`src/hdl/omt_consts.svh`:
```
// constants for the oscillator mode and trim block
`ifndef OMT_CONSTS_SVH
`define OMT_CONSTS_SVH
`define OMT_ADDR_TRIM 12'h090
`define OMT_ADDR_CTRL 12'h08F
`define OMT_ADDR_STAT 12'h0A0
`define OMT_TRIM_RESET 6'h00
`define OMT_IFS_RESET 3'h0
`define OMT_IFS_LSB 4
`define OMT_TRIM_LSB 0
`define OMT_CLK_HZ 250000000
`define OMT_MAIN_HZ 8000000
`define OMT_LF_HZ 31250
`define OMT_MAIN_SETTLE_US 1000
`define OMT_LF_SETTLE_CYC 8
`define OMT_MAIN_HALF ((`OMT_CLK_HZ / `OMT_MAIN_HZ) / 2)
`define OMT_LF_HALF ((`OMT_CLK_HZ / `OMT_LF_HZ) / 2)
`define OMT_MAIN_SETTLE ((`OMT_CLK_HZ / 1000000) * `OMT_MAIN_SETTLE_US)
`define OMT_LF_SETTLE (`OMT_LF_SETTLE_CYC * 2 * `OMT_LF_HALF)
`endif

```
`src/hdl/omt_pkg.sv`:
```
// types for the oscillator mode and trim block
package omt_pkg;
    typedef enum logic [2:0] {
        OMT_LP, OMT_XT, OMT_HS, OMT_RC, OMT_RC_WITH_IO_MODE, OMT_INT_CLKOUT, OMT_INT_DUAL_IO, OMT_EXT_IO
    } omt_mode_e;
    typedef logic [5:0] omt_trim_t;
endpackage

```
`src/hdl/omt_top.sv`:
```
// oscillator mode selection, internal block, postscaler and trim register
// Function
// - external clock mode: clock from osc_in, no start-up delay
// - external clock mode: osc_out pin is port A bit six I/O
// - RC mode: osc_out drives oscillator divided by four
// - RC with I/O mode: like RC, osc_out is port A bit six
// - main internal clock is 8 MHz, drives system clock and postscaler
// - postscaler gives six frequencies from 125 kHz to 4 MHz
// - low-frequency RC runs at 31.25 kHz, 32 us period
// - low RC runs when selected with use_internal_sysclk set or timer, watchdog, start-up, monitor enabled
// - internal frequency select picks main, low RC or postscaler tap
// - internal clkout mode: osc_out gives clock/4, osc_in is bit seven
// - internal dual I/O mode: both osc pins are port A I/O
// - trim is two's complement: 0 centre, 011111 max, 100000 min
// - trim spans plus or minus 12.5 percent in equal steps
// - after trim write low RC settles in 8 cycles, main in 1 ms
// - no completion flag; operation continues during the shift
// - watchdog and monitor timing follow the trimmed low RC
// - trim bits 7-6 read zero; six bits read/write, reset zero
// - select encodes 000 low RC up to 111 8 MHz
// - 3-bit config field selects one of eight oscillator modes
//
// The APB slave port was chosen for this implementation.
`timescale 1ns/1ps
`include "omt_consts.svh"
module omt_top (
    // clock and reset
    input wire logic pclk,
    input wire logic presetn,
    // apb slave
    input wire logic psel,
    input wire logic penable,
    input wire logic pwrite,
    input wire logic [11:0] paddr,
    input wire logic [31:0] pwdata,
    output logic [31:0] prdata,
    output logic pready,
    output logic pslverr,
    // configuration
    input wire omt_pkg::omt_mode_e oscillator_mode_config,
    input wire logic use_internal_sysclk,
    input wire logic pwrup_timer_en,
    input wire logic watchdog_timer_en,
    input wire logic two_speed_en,
    input wire logic fail_safe_en,
    // oscillator pins
    input wire logic osc_in_pin,
    output logic osc_out_o,
    output logic osc_out_oe,
    // port a pin ownership
    output logic port_a_bit_six_is_io,
    output logic port_a_bit_seven_is_io,
    // clocks
    output logic sys_clk,
    output logic low_freq_internal_rc,
    output logic main_internal_clock,
    output logic ext_startup_wait
);
    import omt_pkg::*;
    typedef struct packed {
        omt_trim_t trim;
        logic [2:0] ifs;
        logic [1:0] in_sync;
        logic [7:0] post;
        logic main_prev;
        logic [1:0] div4;
        logic sys_prev;
        logic out;
        logic [31:0] main_settle;
        logic [31:0] lf_settle;
    } omt_top_s;
    omt_top_s s_q, s_d;
    logic lf_run, main_clk, lf_clk, wr_en, rd_en, ext_mode, sel_clk;
    logic [31:0] rdata;
    logic [7:0] taps;

    assign wr_en = psel && penable && pwrite;
    assign rd_en = psel && !penable && !pwrite;
    assign ext_mode = (oscillator_mode_config == OMT_EXT_IO);
    // low RC also feeds watchdog/monitor timing, so it stays trimmed
    assign lf_run = (use_internal_sysclk && s_q.ifs == 3'h0) || pwrup_timer_en
        || watchdog_timer_en || two_speed_en || fail_safe_en;

    omt_tuned_osc #(.NOM_HALF(`OMT_MAIN_HALF)) u_main (
        .pclk(pclk),
        .presetn(presetn),
        .run(1'b1),
        .trim(s_q.trim),
        .clk_out(main_clk)
    );
    omt_tuned_osc #(.NOM_HALF(`OMT_LF_HALF)) u_lf (
        .pclk(pclk),
        .presetn(presetn),
        .run(lf_run),
        .trim(s_q.trim),
        .clk_out(lf_clk)
    );

    // tap k of the ripple chain is 8 MHz / 2^(k+1): 4 MHz down to 125 kHz
    assign taps = s_q.post;
    always_comb begin
        unique case (s_q.ifs)
            3'h0: sel_clk = lf_clk;
            3'h1: sel_clk = taps[5];
            3'h2: sel_clk = taps[4];
            3'h3: sel_clk = taps[3];
            3'h4: sel_clk = taps[2];
            3'h5: sel_clk = taps[1];
            3'h6: sel_clk = taps[0];
            3'h7: sel_clk = main_clk;
        endcase
    end

    always_comb begin
        rdata = '0;
        if (paddr == `OMT_ADDR_TRIM) begin
            rdata[5:0] = s_q.trim;
        end else if (paddr == `OMT_ADDR_CTRL) begin
            rdata[6:4] = s_q.ifs;
        end else if (paddr == `OMT_ADDR_STAT) begin
            rdata[2:0] = oscillator_mode_config;
        end
    end

    always_comb begin
        s_d = s_q;
        s_d.in_sync = {s_q.in_sync[0], osc_in_pin};
        s_d.main_prev = main_clk;
        if (main_clk && !s_q.main_prev) begin
            s_d.post = s_q.post + 8'h01;
        end
        if (wr_en && paddr == `OMT_ADDR_TRIM) begin
            s_d.trim = pwdata[5:0];
            // settle timers are internal only; nothing reports completion
            s_d.main_settle = `OMT_MAIN_SETTLE;
            s_d.lf_settle = `OMT_LF_SETTLE;
        end else begin
            if (s_q.main_settle != 0) s_d.main_settle = s_q.main_settle - 32'd1;
            if (s_q.lf_settle != 0) s_d.lf_settle = s_q.lf_settle - 32'd1;
        end
        if (wr_en && paddr == `OMT_ADDR_CTRL) begin
            s_d.ifs = pwdata[6:4];
        end
        // clock/4 output counts rising edges of the running system clock
        s_d.sys_prev = sys_clk;
        if (sys_clk && !s_q.sys_prev) begin
            s_d.div4 = s_q.div4 + 2'h1;
            if (s_q.div4 == 2'h1 || s_q.div4 == 2'h3) begin
                s_d.out = ~s_q.out;
            end
        end
    end

    always_ff @(posedge pclk or negedge presetn) begin
        if (!presetn) begin
            s_q <= '0;
            s_q.trim <= `OMT_TRIM_RESET;
            s_q.ifs <= `OMT_IFS_RESET;
        end else begin
            s_q <= s_d;
        end
    end

    always_ff @(posedge pclk or negedge presetn) begin
        if (!presetn) begin
            prdata <= '0;
        end else if (rd_en) begin
            prdata <= rdata;
        end
    end

    // unmapped addresses read zero; writes are dropped silently
    assign pready = 1'b1;
    assign pslverr = 1'b0;

    always_comb begin
        sys_clk = 1'b0;
        osc_out_o = 1'b0;
        osc_out_oe = 1'b0;
        port_a_bit_six_is_io = 1'b0;
        port_a_bit_seven_is_io = 1'b0;
        ext_startup_wait = 1'b0;
        unique case (oscillator_mode_config)
            OMT_LP, OMT_XT, OMT_HS: begin
                sys_clk = s_q.in_sync[1];
                ext_startup_wait = 1'b1;
            end
            OMT_RC: begin
                sys_clk = s_q.in_sync[1];
                osc_out_o = s_q.out;
                osc_out_oe = 1'b1;
            end
            OMT_RC_WITH_IO_MODE: begin
                sys_clk = s_q.in_sync[1];
                port_a_bit_six_is_io = 1'b1;
            end
            OMT_INT_CLKOUT: begin
                sys_clk = sel_clk;
                osc_out_o = s_q.out;
                osc_out_oe = 1'b1;
                port_a_bit_seven_is_io = 1'b1;
            end
            OMT_INT_DUAL_IO: begin
                sys_clk = sel_clk;
                port_a_bit_six_is_io = 1'b1;
                port_a_bit_seven_is_io = 1'b1;
            end
            OMT_EXT_IO: begin
                sys_clk = s_q.in_sync[1];
                port_a_bit_six_is_io = 1'b1;
            end
        endcase
        if (use_internal_sysclk && oscillator_mode_config != OMT_INT_CLKOUT
            && oscillator_mode_config != OMT_INT_DUAL_IO) begin
            sys_clk = sel_clk;
        end
    end
    assign low_freq_internal_rc = lf_clk;
    assign main_internal_clock = main_clk;

    property p_trim_write;
        @(posedge pclk) disable iff (!presetn)
        (wr_en && paddr == `OMT_ADDR_TRIM) |=> (s_q.trim == $past(pwdata[5:0]));
    endproperty
    a_trim_write: assert property (p_trim_write) else $error("trim not stored");
    property p_trim_read_high_zero;
        @(posedge pclk) disable iff (!presetn)
        $past(rd_en && paddr == `OMT_ADDR_TRIM) |-> (prdata[31:6] == 26'h0 && prdata[5:0] == $past(s_q.trim));
    endproperty
    a_trim_read_high_zero: assert property (p_trim_read_high_zero) else $error("bad trim read");
    property p_ext_io;
        @(posedge pclk) disable iff (!presetn)
        ext_mode |-> (port_a_bit_six_is_io && !osc_out_oe && !ext_startup_wait);
    endproperty
    a_ext_io: assert property (p_ext_io) else $error("ext mode pins wrong");
    property p_rc_out;
        @(posedge pclk) disable iff (!presetn)
        (oscillator_mode_config == OMT_RC) |-> (osc_out_oe && osc_out_o == s_q.out);
    endproperty
    a_rc_out: assert property (p_rc_out) else $error("rc out not driven");
    property p_rc_with_io_mode;
        @(posedge pclk) disable iff (!presetn)
        (oscillator_mode_config == OMT_RC_WITH_IO_MODE) |-> (port_a_bit_six_is_io && !osc_out_oe);
    endproperty
    a_rc_with_io_mode: assert property (p_rc_with_io_mode) else $error("rc_with_io_mode pin wrong");
    property p_int_clkout;
        @(posedge pclk) disable iff (!presetn)
        (oscillator_mode_config == OMT_INT_CLKOUT) |-> (osc_out_oe && port_a_bit_seven_is_io && !port_a_bit_six_is_io);
    endproperty
    a_int_clkout: assert property (p_int_clkout) else $error("clkout mode pins wrong");
    property p_int_dual;
        @(posedge pclk) disable iff (!presetn)
        (oscillator_mode_config == OMT_INT_DUAL_IO) |-> (port_a_bit_six_is_io && port_a_bit_seven_is_io && !osc_out_oe);
    endproperty
    a_int_dual: assert property (p_int_dual) else $error("dual io pins wrong");
    property p_lf_run;
        @(posedge pclk) disable iff (!presetn)
        (watchdog_timer_en || fail_safe_en || pwrup_timer_en || two_speed_en) |-> lf_run;
    endproperty
    a_lf_run: assert property (p_lf_run) else $error("low rc not enabled");
    property p_settle_load;
        @(posedge pclk) disable iff (!presetn)
        (wr_en && paddr == `OMT_ADDR_TRIM) |=> (s_q.lf_settle == `OMT_LF_SETTLE && s_q.main_settle == `OMT_MAIN_SETTLE);
    endproperty
    a_settle_load: assert property (p_settle_load) else $error("settle timers not loaded");
endmodule

```
`src/hdl/omt_tuned_osc.sv`:
```
// trimmed square-wave source standing in for an internal oscillator
`timescale 1ns/1ps
`include "omt_consts.svh"
module omt_tuned_osc #(
    parameter int NOM_HALF = 15
) (
    // clock and reset
    input wire logic pclk,
    input wire logic presetn,
    // control
    input wire logic run,
    input wire omt_pkg::omt_trim_t trim,
    // output
    output logic clk_out
);
    import omt_pkg::*;
    // one code moves the half period by 12.5/32 percent; a short nominal rounds to few steps
    typedef struct packed {
        logic [31:0] cnt;
        logic clk;
    } omt_osc_s;
    omt_osc_s s_q, s_d;
    logic [31:0] half;
    always_comb begin
        // positive trim raises frequency, so the half period shrinks
        half = 32'(NOM_HALF - (NOM_HALF * $signed(trim) * 125) / 32000);
        s_d = s_q;
        if (!run) begin
            s_d.cnt = '0;
            s_d.clk = 1'b0;
        end else if (s_q.cnt + 32'd1 >= half) begin
            s_d.cnt = '0;
            s_d.clk = ~s_q.clk;
        end else begin
            s_d.cnt = s_q.cnt + 32'd1;
        end
    end
    always_ff @(posedge pclk or negedge presetn) begin
        if (!presetn) begin
            s_q <= '0;
        end else begin
            s_q <= s_d;
        end
    end
    assign clk_out = s_q.clk;
endmodule

```
`config.mk`:
```
export PLATFORM = sky130hd
export DESIGN_NAME = omt_top
export DESIGN_NICKNAME = d
export VERILOG_FILES = /design/src/hdl/omt_pkg.sv /design/src/hdl/omt_top.sv /design/src/hdl/omt_tuned_osc.sv
export VERILOG_INCLUDE_DIRS = /design/src /design/src/hdl
export SDC_FILE = /design/constraint.sdc
export NUM_CORES = 1
export LEC_CHECK = 0
export BUFFER_PORTS_ARGS = -buffer_cell sky130_fd_sc_hd__buf_2
export CORE_MARGIN = 2
export CORE_UTILIZATION = 44
export CTS_CLUSTER_SIZE = 8
export DETAILED_ROUTE_END_ITERATION = 6
export SLEW_MARGIN = 20
export SYNTH_ARGS = -nofsm -noshare
export SYNTH_HDL_FRONTEND = slang
export SYNTH_SLANG_ARGS = --single-unit
```
`constraint.sdc`:
```
create_clock -name pclk -period 34.3 [get_ports pclk]
set_clock_uncertainty 0.05 [all_clocks]
set_input_delay 0 -clock pclk [delete_from_list [all_inputs] [get_ports pclk]]
set_output_delay 0 -clock pclk [all_outputs]
set_load 0.02 [all_outputs]
```
# [Yosys cells after proc, flatten, opt, wreduce, memory -nomap -nowiden]
# Cells that the tools add are included.
[totals] reg_bits=97 latchBits=0 ramBits=0 rom_bits=0 wordCells=99 mem_count=0
[op_classes] add_sub_neg=6 multipliers=4 n_div=2 order_cmp=2 n_eq_ne=22 shifts=0 muxes=19 bitwise=3 reduce_logical=28
[ops] operator="$add 32x1->32 const B" n=2
[ops] operator="$div 32x16->32 const B" n=2
[ops] operator="$ge 32x32->1" n=2
[ops] operator="$mux 32" n=2
[ops] operator="$eq 12x8->1 const B" n=3
[ops] operator="$mux 33" n=1
[ops] operator="$mul 32x8->32 const B" n=1
[ops] operator="$sub 13x32->32 const A" n=1
[ops] operator="$sub 5x32->32 const A" n=1
[ops] operator="$mul 27x8->27 const B" n=1
[ops] operator="$eq 3x3->1 const B" n=8
[ops] operator="$mul 8x6->14 const A" n=1
[ops] operator="$eq 3x2->1 const B" n=4
[ops] operator="$mux 3" n=4
[ops] operator="$logic_and 1x1->1" n=11
[ops] operator="$mul 5x6->11 const A" n=1
[ops] operator="$mux 1" n=9
[ops] operator="$add 8x1->8 const B" n=1
[ops] operator="$pmux 1 s8" n=1
[ops] operator="$eq 3x1->1 const B" n=2
[ops] operator="$logic_not 3->1" n=2
[ops] operator="$ne 3x3->1 const B" n=2
[ops] operator="$reduce_or 3->1" n=2
[ops] operator="$reduce_or 6->1" n=1
[ops] operator="11 further kinds" n=21

# [Logic depth before layout (Yosys ltp)]
[depth] word_depth=7 mapped_depth=113 mapped_depth_nobuf=101

# [By module]
# A second synthesis with hierarchy kept.
[unflattened] hier_cells=2376 hier_area_um2=19641.3
[modules_own_cells] module="omt_tuned_osc (u_lf)" n_inst=1 cells_per_inst=1402 area_per_inst_um2=11209.5 seq_area_each_um2=825.8
[modules_own_cells] module="omt_tuned_osc (u_main)" n_inst=1 cells_per_inst=805 area_per_inst_um2=6677.7 seq_area_each_um2=825.8
[modules_own_cells] module="omt_top" n_inst=1 cells_per_inst=169 area_per_inst_um2=1754.2 seq_area_each_um2=725.7

# [Worst setup path after synthesis]
# OpenSTA, ideal clock, no wires.
[synth_path] kind="register to register" from="reg, netlist name s_q[82]" to="reg u_lf.s_q (netlist bit u_lf.clk_out)" setup_time_ns=0.125 arrival_ns=22.201 t_required_ns=34.125 path_slack_ns=11.924 stages_incl_launch_ff=105 path_buffers=7 path_cell_list="dfrtp_1 > clkbuf_1 > inv_1 > fa_1 > inv_1 > ha_1 > fa_1 > fa_1 > ha_1 > fa_1 > a21oi_1 > o21a_1 > a211oi_2 > nor4_4 > inv_1 > ha_1 > xnor2_1 > fa_1 > (+69 left out) > nand2b_1 > a21oi_1 > nor2b_1 > o21ai_0 > nand2b_1 > a21oi_1 > o31ai_1 > a21o_1 > a21o_1 > a21oi_1 > nor2b_1 > o21ai_0 > nand2b_1 > a21oi_1 > nor2b_1 > o21ai_0 > nand2_1 > mux2_2"
[synth_via] elab_chain_len=6
[synth_rtl] item="$mul 8x6->14" line="omt_tuned_osc.sv:26" source="half = 32'(NOM_HALF - (NOM_HALF * $signed(trim) * 125) / 32000);"
[synth_rtl] item="$mul 27x8->27" line="omt_tuned_osc.sv:26"
[synth_rtl] item="$div 32x16->32" line="omt_tuned_osc.sv:26"
[synth_rtl] item="$sub 13x32->32" line="omt_tuned_osc.sv:26"
[synth_rtl] item="$ge 32x32->1" line="omt_tuned_osc.sv:31" source="end else if (s_q.cnt + 32'd1 >= half) begin"
[synth_rtl] item="$ne 2x2->1 (no line)"
[synth_rtl] item="end signal, assigned" line="omt_tuned_osc.sv:40" source="s_q <= '0;"
[synth_rtl] item="end signal, assigned" line="omt_tuned_osc.sv:42" source="s_q <= s_d;"
[synth_rtl] item="end, declared" line="omt_tuned_osc.sv:22" source="omt_osc_s s_q, s_d;"
# No other way between the ends.
# A chain may end at the register's enable or synchronous reset.

# [Worst setup path in the final report]
[layout_path] from="reg, netlist name s_q[82]" to="reg u_lf.s_q (netlist bit u_lf.clk_out)"
[layout_via] elab_chain_len=6
[layout_rtl] item="$mul 8x6->14" line="omt_tuned_osc.sv:26"
[layout_rtl] item="$mul 27x8->27" line="omt_tuned_osc.sv:26"
[layout_rtl] item="$div 32x16->32" line="omt_tuned_osc.sv:26"
[layout_rtl] item="$sub 13x32->32" line="omt_tuned_osc.sv:26"
[layout_rtl] item="$ge 32x32->1" line="omt_tuned_osc.sv:31"
[layout_rtl] item="$ne 2x2->1 (no line)"
# No other way between the ends.

==> impl_metrics.ini <==
[status]
status = completed

[cts]
path_clk_slew_ns = 0.07
clock-sinks = 95
holdBufCountCts = 11
insertion_delay_ns = 0.35
cts_tree = built
cts-root-buf = clkbuf_16
cts_setup_buffers = 0
cts_resized = 0
htree_levels = 3
cts_inserted_buffers = 9
clock_path_buffers = 2

[drt]
vias = 17400
first_pass_iters = 7
routed_wirelength_um = 47900
drt-wirelength-per-cell_um = 15.7
ant_nets = 0
first_iter_violations = 1124
vias_per_cell = 5.70
drc_errors = 0

[timing]
setup_tns_ns = 0
min_period_over_period_pct = 80.2
fmaxAchievable_mhz = 36.4
setup-violations-final = 0
drv_slew = 0
fin_crit_ns = 27.50
worst_pin_slew_ns = 1.00
finalHoldViolCount = 0
relSlewSlack_pct = 32.8
grt_setup_unrepaired = false

[worst_setup_path]
critPathSlowestCell = dfrtp_1
arrival_ns = 27.69
r2r_start = s_q[82]$_DFFE_PN0P_
criticalPathCategory = flop to flop
path_depth = 97
cp_top_family = compound AO/OA/AOI/OAI gates
max_stage_delay_ns = 0.82
end_kind = flop
cp.required_ns = 34.48
rr_worst_depth = 97
reg2reg_to = u_lf.clk_out$_DFFE_PN0P_
crit_fanout = 33
cpMostUsedCell = a21oi_1
regToRegSetupSlack_ns = 6.80
path_buf_inv = 8
cp-start-kind = flop

[cells_and_area]
multi_input_area_um2 = 16100
seqCellArea_um2 = 2380
synthToLayoutAreaGrowth_pct = 5.60
fillCellCount = 4404
n_antenna_cell = 0
nets = 2830
drive_gt1_share_pct = 8.54
design_area_um2 = 20800

[floorplan]
die-height_um = 216
dieArea_um2 = 46500
core_area_um2 = 44200
io_pins = 100
die_x_um = 216
start_util_pct = 44.6
rows = 77

[grt]
grt_pass1_vias = 16800
grt-ovfl-total = 0
grt_usage_pct = 20.5
grt_pass1_wl_um = 81700
grt_max_degree = 72
antenna_found_initial = 0

[min_path]
min_from = oscillator_mode_config[0]
hold_end = prdata[0]$_DFFE_PN0P_
hold_path_depth = 3
min_path_type = input pin to flop

[logic_synthesis]
ys_types = 121
synth_ff_type = dfrtp_1
synth_edf_count = 0
netlist_top_cells_area = ha_1 (14%), dfrtp_1 (12%), fa_1 (10%)
ys_seq_area_share_pct = 12.1
ys_seq_elements = 95
yosysTopAreaCell = ha_1
yosys_warnings = 0
syn_area_per_cell_um2 = 8.09
syn-cell-area_um2 = 19700
syn_inst = 2435
synthArstFlopShare_pct = 100
yosysTopAreaCellShare_pct = 13.8

[place]
place_congestion = 0.872
dpl.hpwl_um = 38900
placed_cell_area_um2 = 20400
portBuffers = 47

[job]
max-cap-violations = 0
per-layer routing:
metal,vias to the layer above,wire [um],GRT usage [%]
met2,309,23600,37.2
li1,8667,-,-
met3,45,1250,0.958
met4,0,529,3.26
met1,8385,22500,27.4
met5,-,0,0
layout make-up:
| cell class | count | area share [%] |
|---|---|---|
| sequential | 95 | 11.4 |
| tap | 592 | 3.56 |
| multi-input combinational | 2049 | 77.4 |
| timing repair buffer | 71 | 2.14 |
| clock inverter | 4 | 0.144 |
| inverter | 230 | 4.15 |
| clock buffer | 11 | 1.17 |
tightest hold or removal path, delay by kind of cell:
family                 cells  cell delay [ns]
AO/OA/AOI/OAI              2             0.23
buffers and inverters      1             0.13
cell families (layout without fill, tap and decap cells):
logic type	count (synthesis)	in the layout	synth area share [%]
adders and majority gates	319	319	24.0
DFF	95	95	12.1
muxes	37	37	2.29
xor gates and xnor gates	220	220	10.0
and+or+nand+nor	824	824	21.5
other	2	27	0.0381
AOI/OAI and AO/OA	622	622	23.3
buffers and inverters	316	316	6.78
cells in the final DEF (no fill, tap or decap), drive strengths merged, types with 60 or more instances in the layout:
master,n
a21oi,147
buf,60
dfrtp,95
fa,99
ha,217
inv,232
nand2,182
nand3,74
nor2,191
nor2b,86
o21ai,117
xnor2,145
xor2,75
flip-flops by register name, indices dropped and copies added, names as in the netlist:
signal	count
u_lf.s_q	32
s_d	1
u_lf.clk_out	1
prdata	7
u_main.clk_out	1
taps	6
u_main.s_q	32
s_q	15
through the flow:
stage                     std cells  hold WS [ns]  util, %  worst slack, ns
after floorplan                2460        -0.346        -            11.92
after global placement         3026        -0.130     46.2             6.81
after detailed placement       3026        -0.129     46.2             6.42
after CTS                      3052       0.00309     47.1             6.39
after global routing           3052        0.0530     47.1             4.48
final                          3052        0.0114     47.1             6.80
synthesized netlist by cell type (20+ instances only):
library cell	n
clkbuf_1	33
inv_1	226
a31oi_1	33
xor2_1	72
dfrtp_1	95
buf_4	29
nand3_1	72
ha_1	217
a21o_1	36
nor2b_1	86
nand2_1	182
and3_1	44
buf_2	21
o21a_1	23
nor3_1	48
o211ai_1	23
and2_1	22
nand2b_1	33
a21oi_1	140
fa_1	99
xnor2_1	141
nor4_1	20
o21ai_0	96
o21ai_1	20
nand4_1	35
nor2_1	186
worst max path at each step:
stage,from,to,slack [ns]
2_1_floorplan,s_q[82]$_DFFE_PN0P_,u_lf.clk_out$_DFFE_PN0P_,11.92
6_report,s_q[82]$_DFFE_PN0P_,u_lf.clk_out$_DFFE_PN0P_,6.80
5_1_grt,s_q[82]$_DFFE_PN0P_,u_lf.clk_out$_DFFE_PN0P_,4.48
4_1_cts,s_q[82]$_DFFE_PN0P_,u_lf.clk_out$_DFFE_PN0P_,6.39
3_5_place_dp,s_q[82]$_DFFE_PN0P_,u_lf.clk_out$_DFFE_PN0P_,6.42
3_3_place_gp,s_q[82]$_DFFE_PN0P_,u_lf.clk_out$_DFFE_PN0P_,6.81
Power is left out: the tool's default activity adds up to more than one toggle a clock period on the data nets, which glitch-free logic cannot reach.
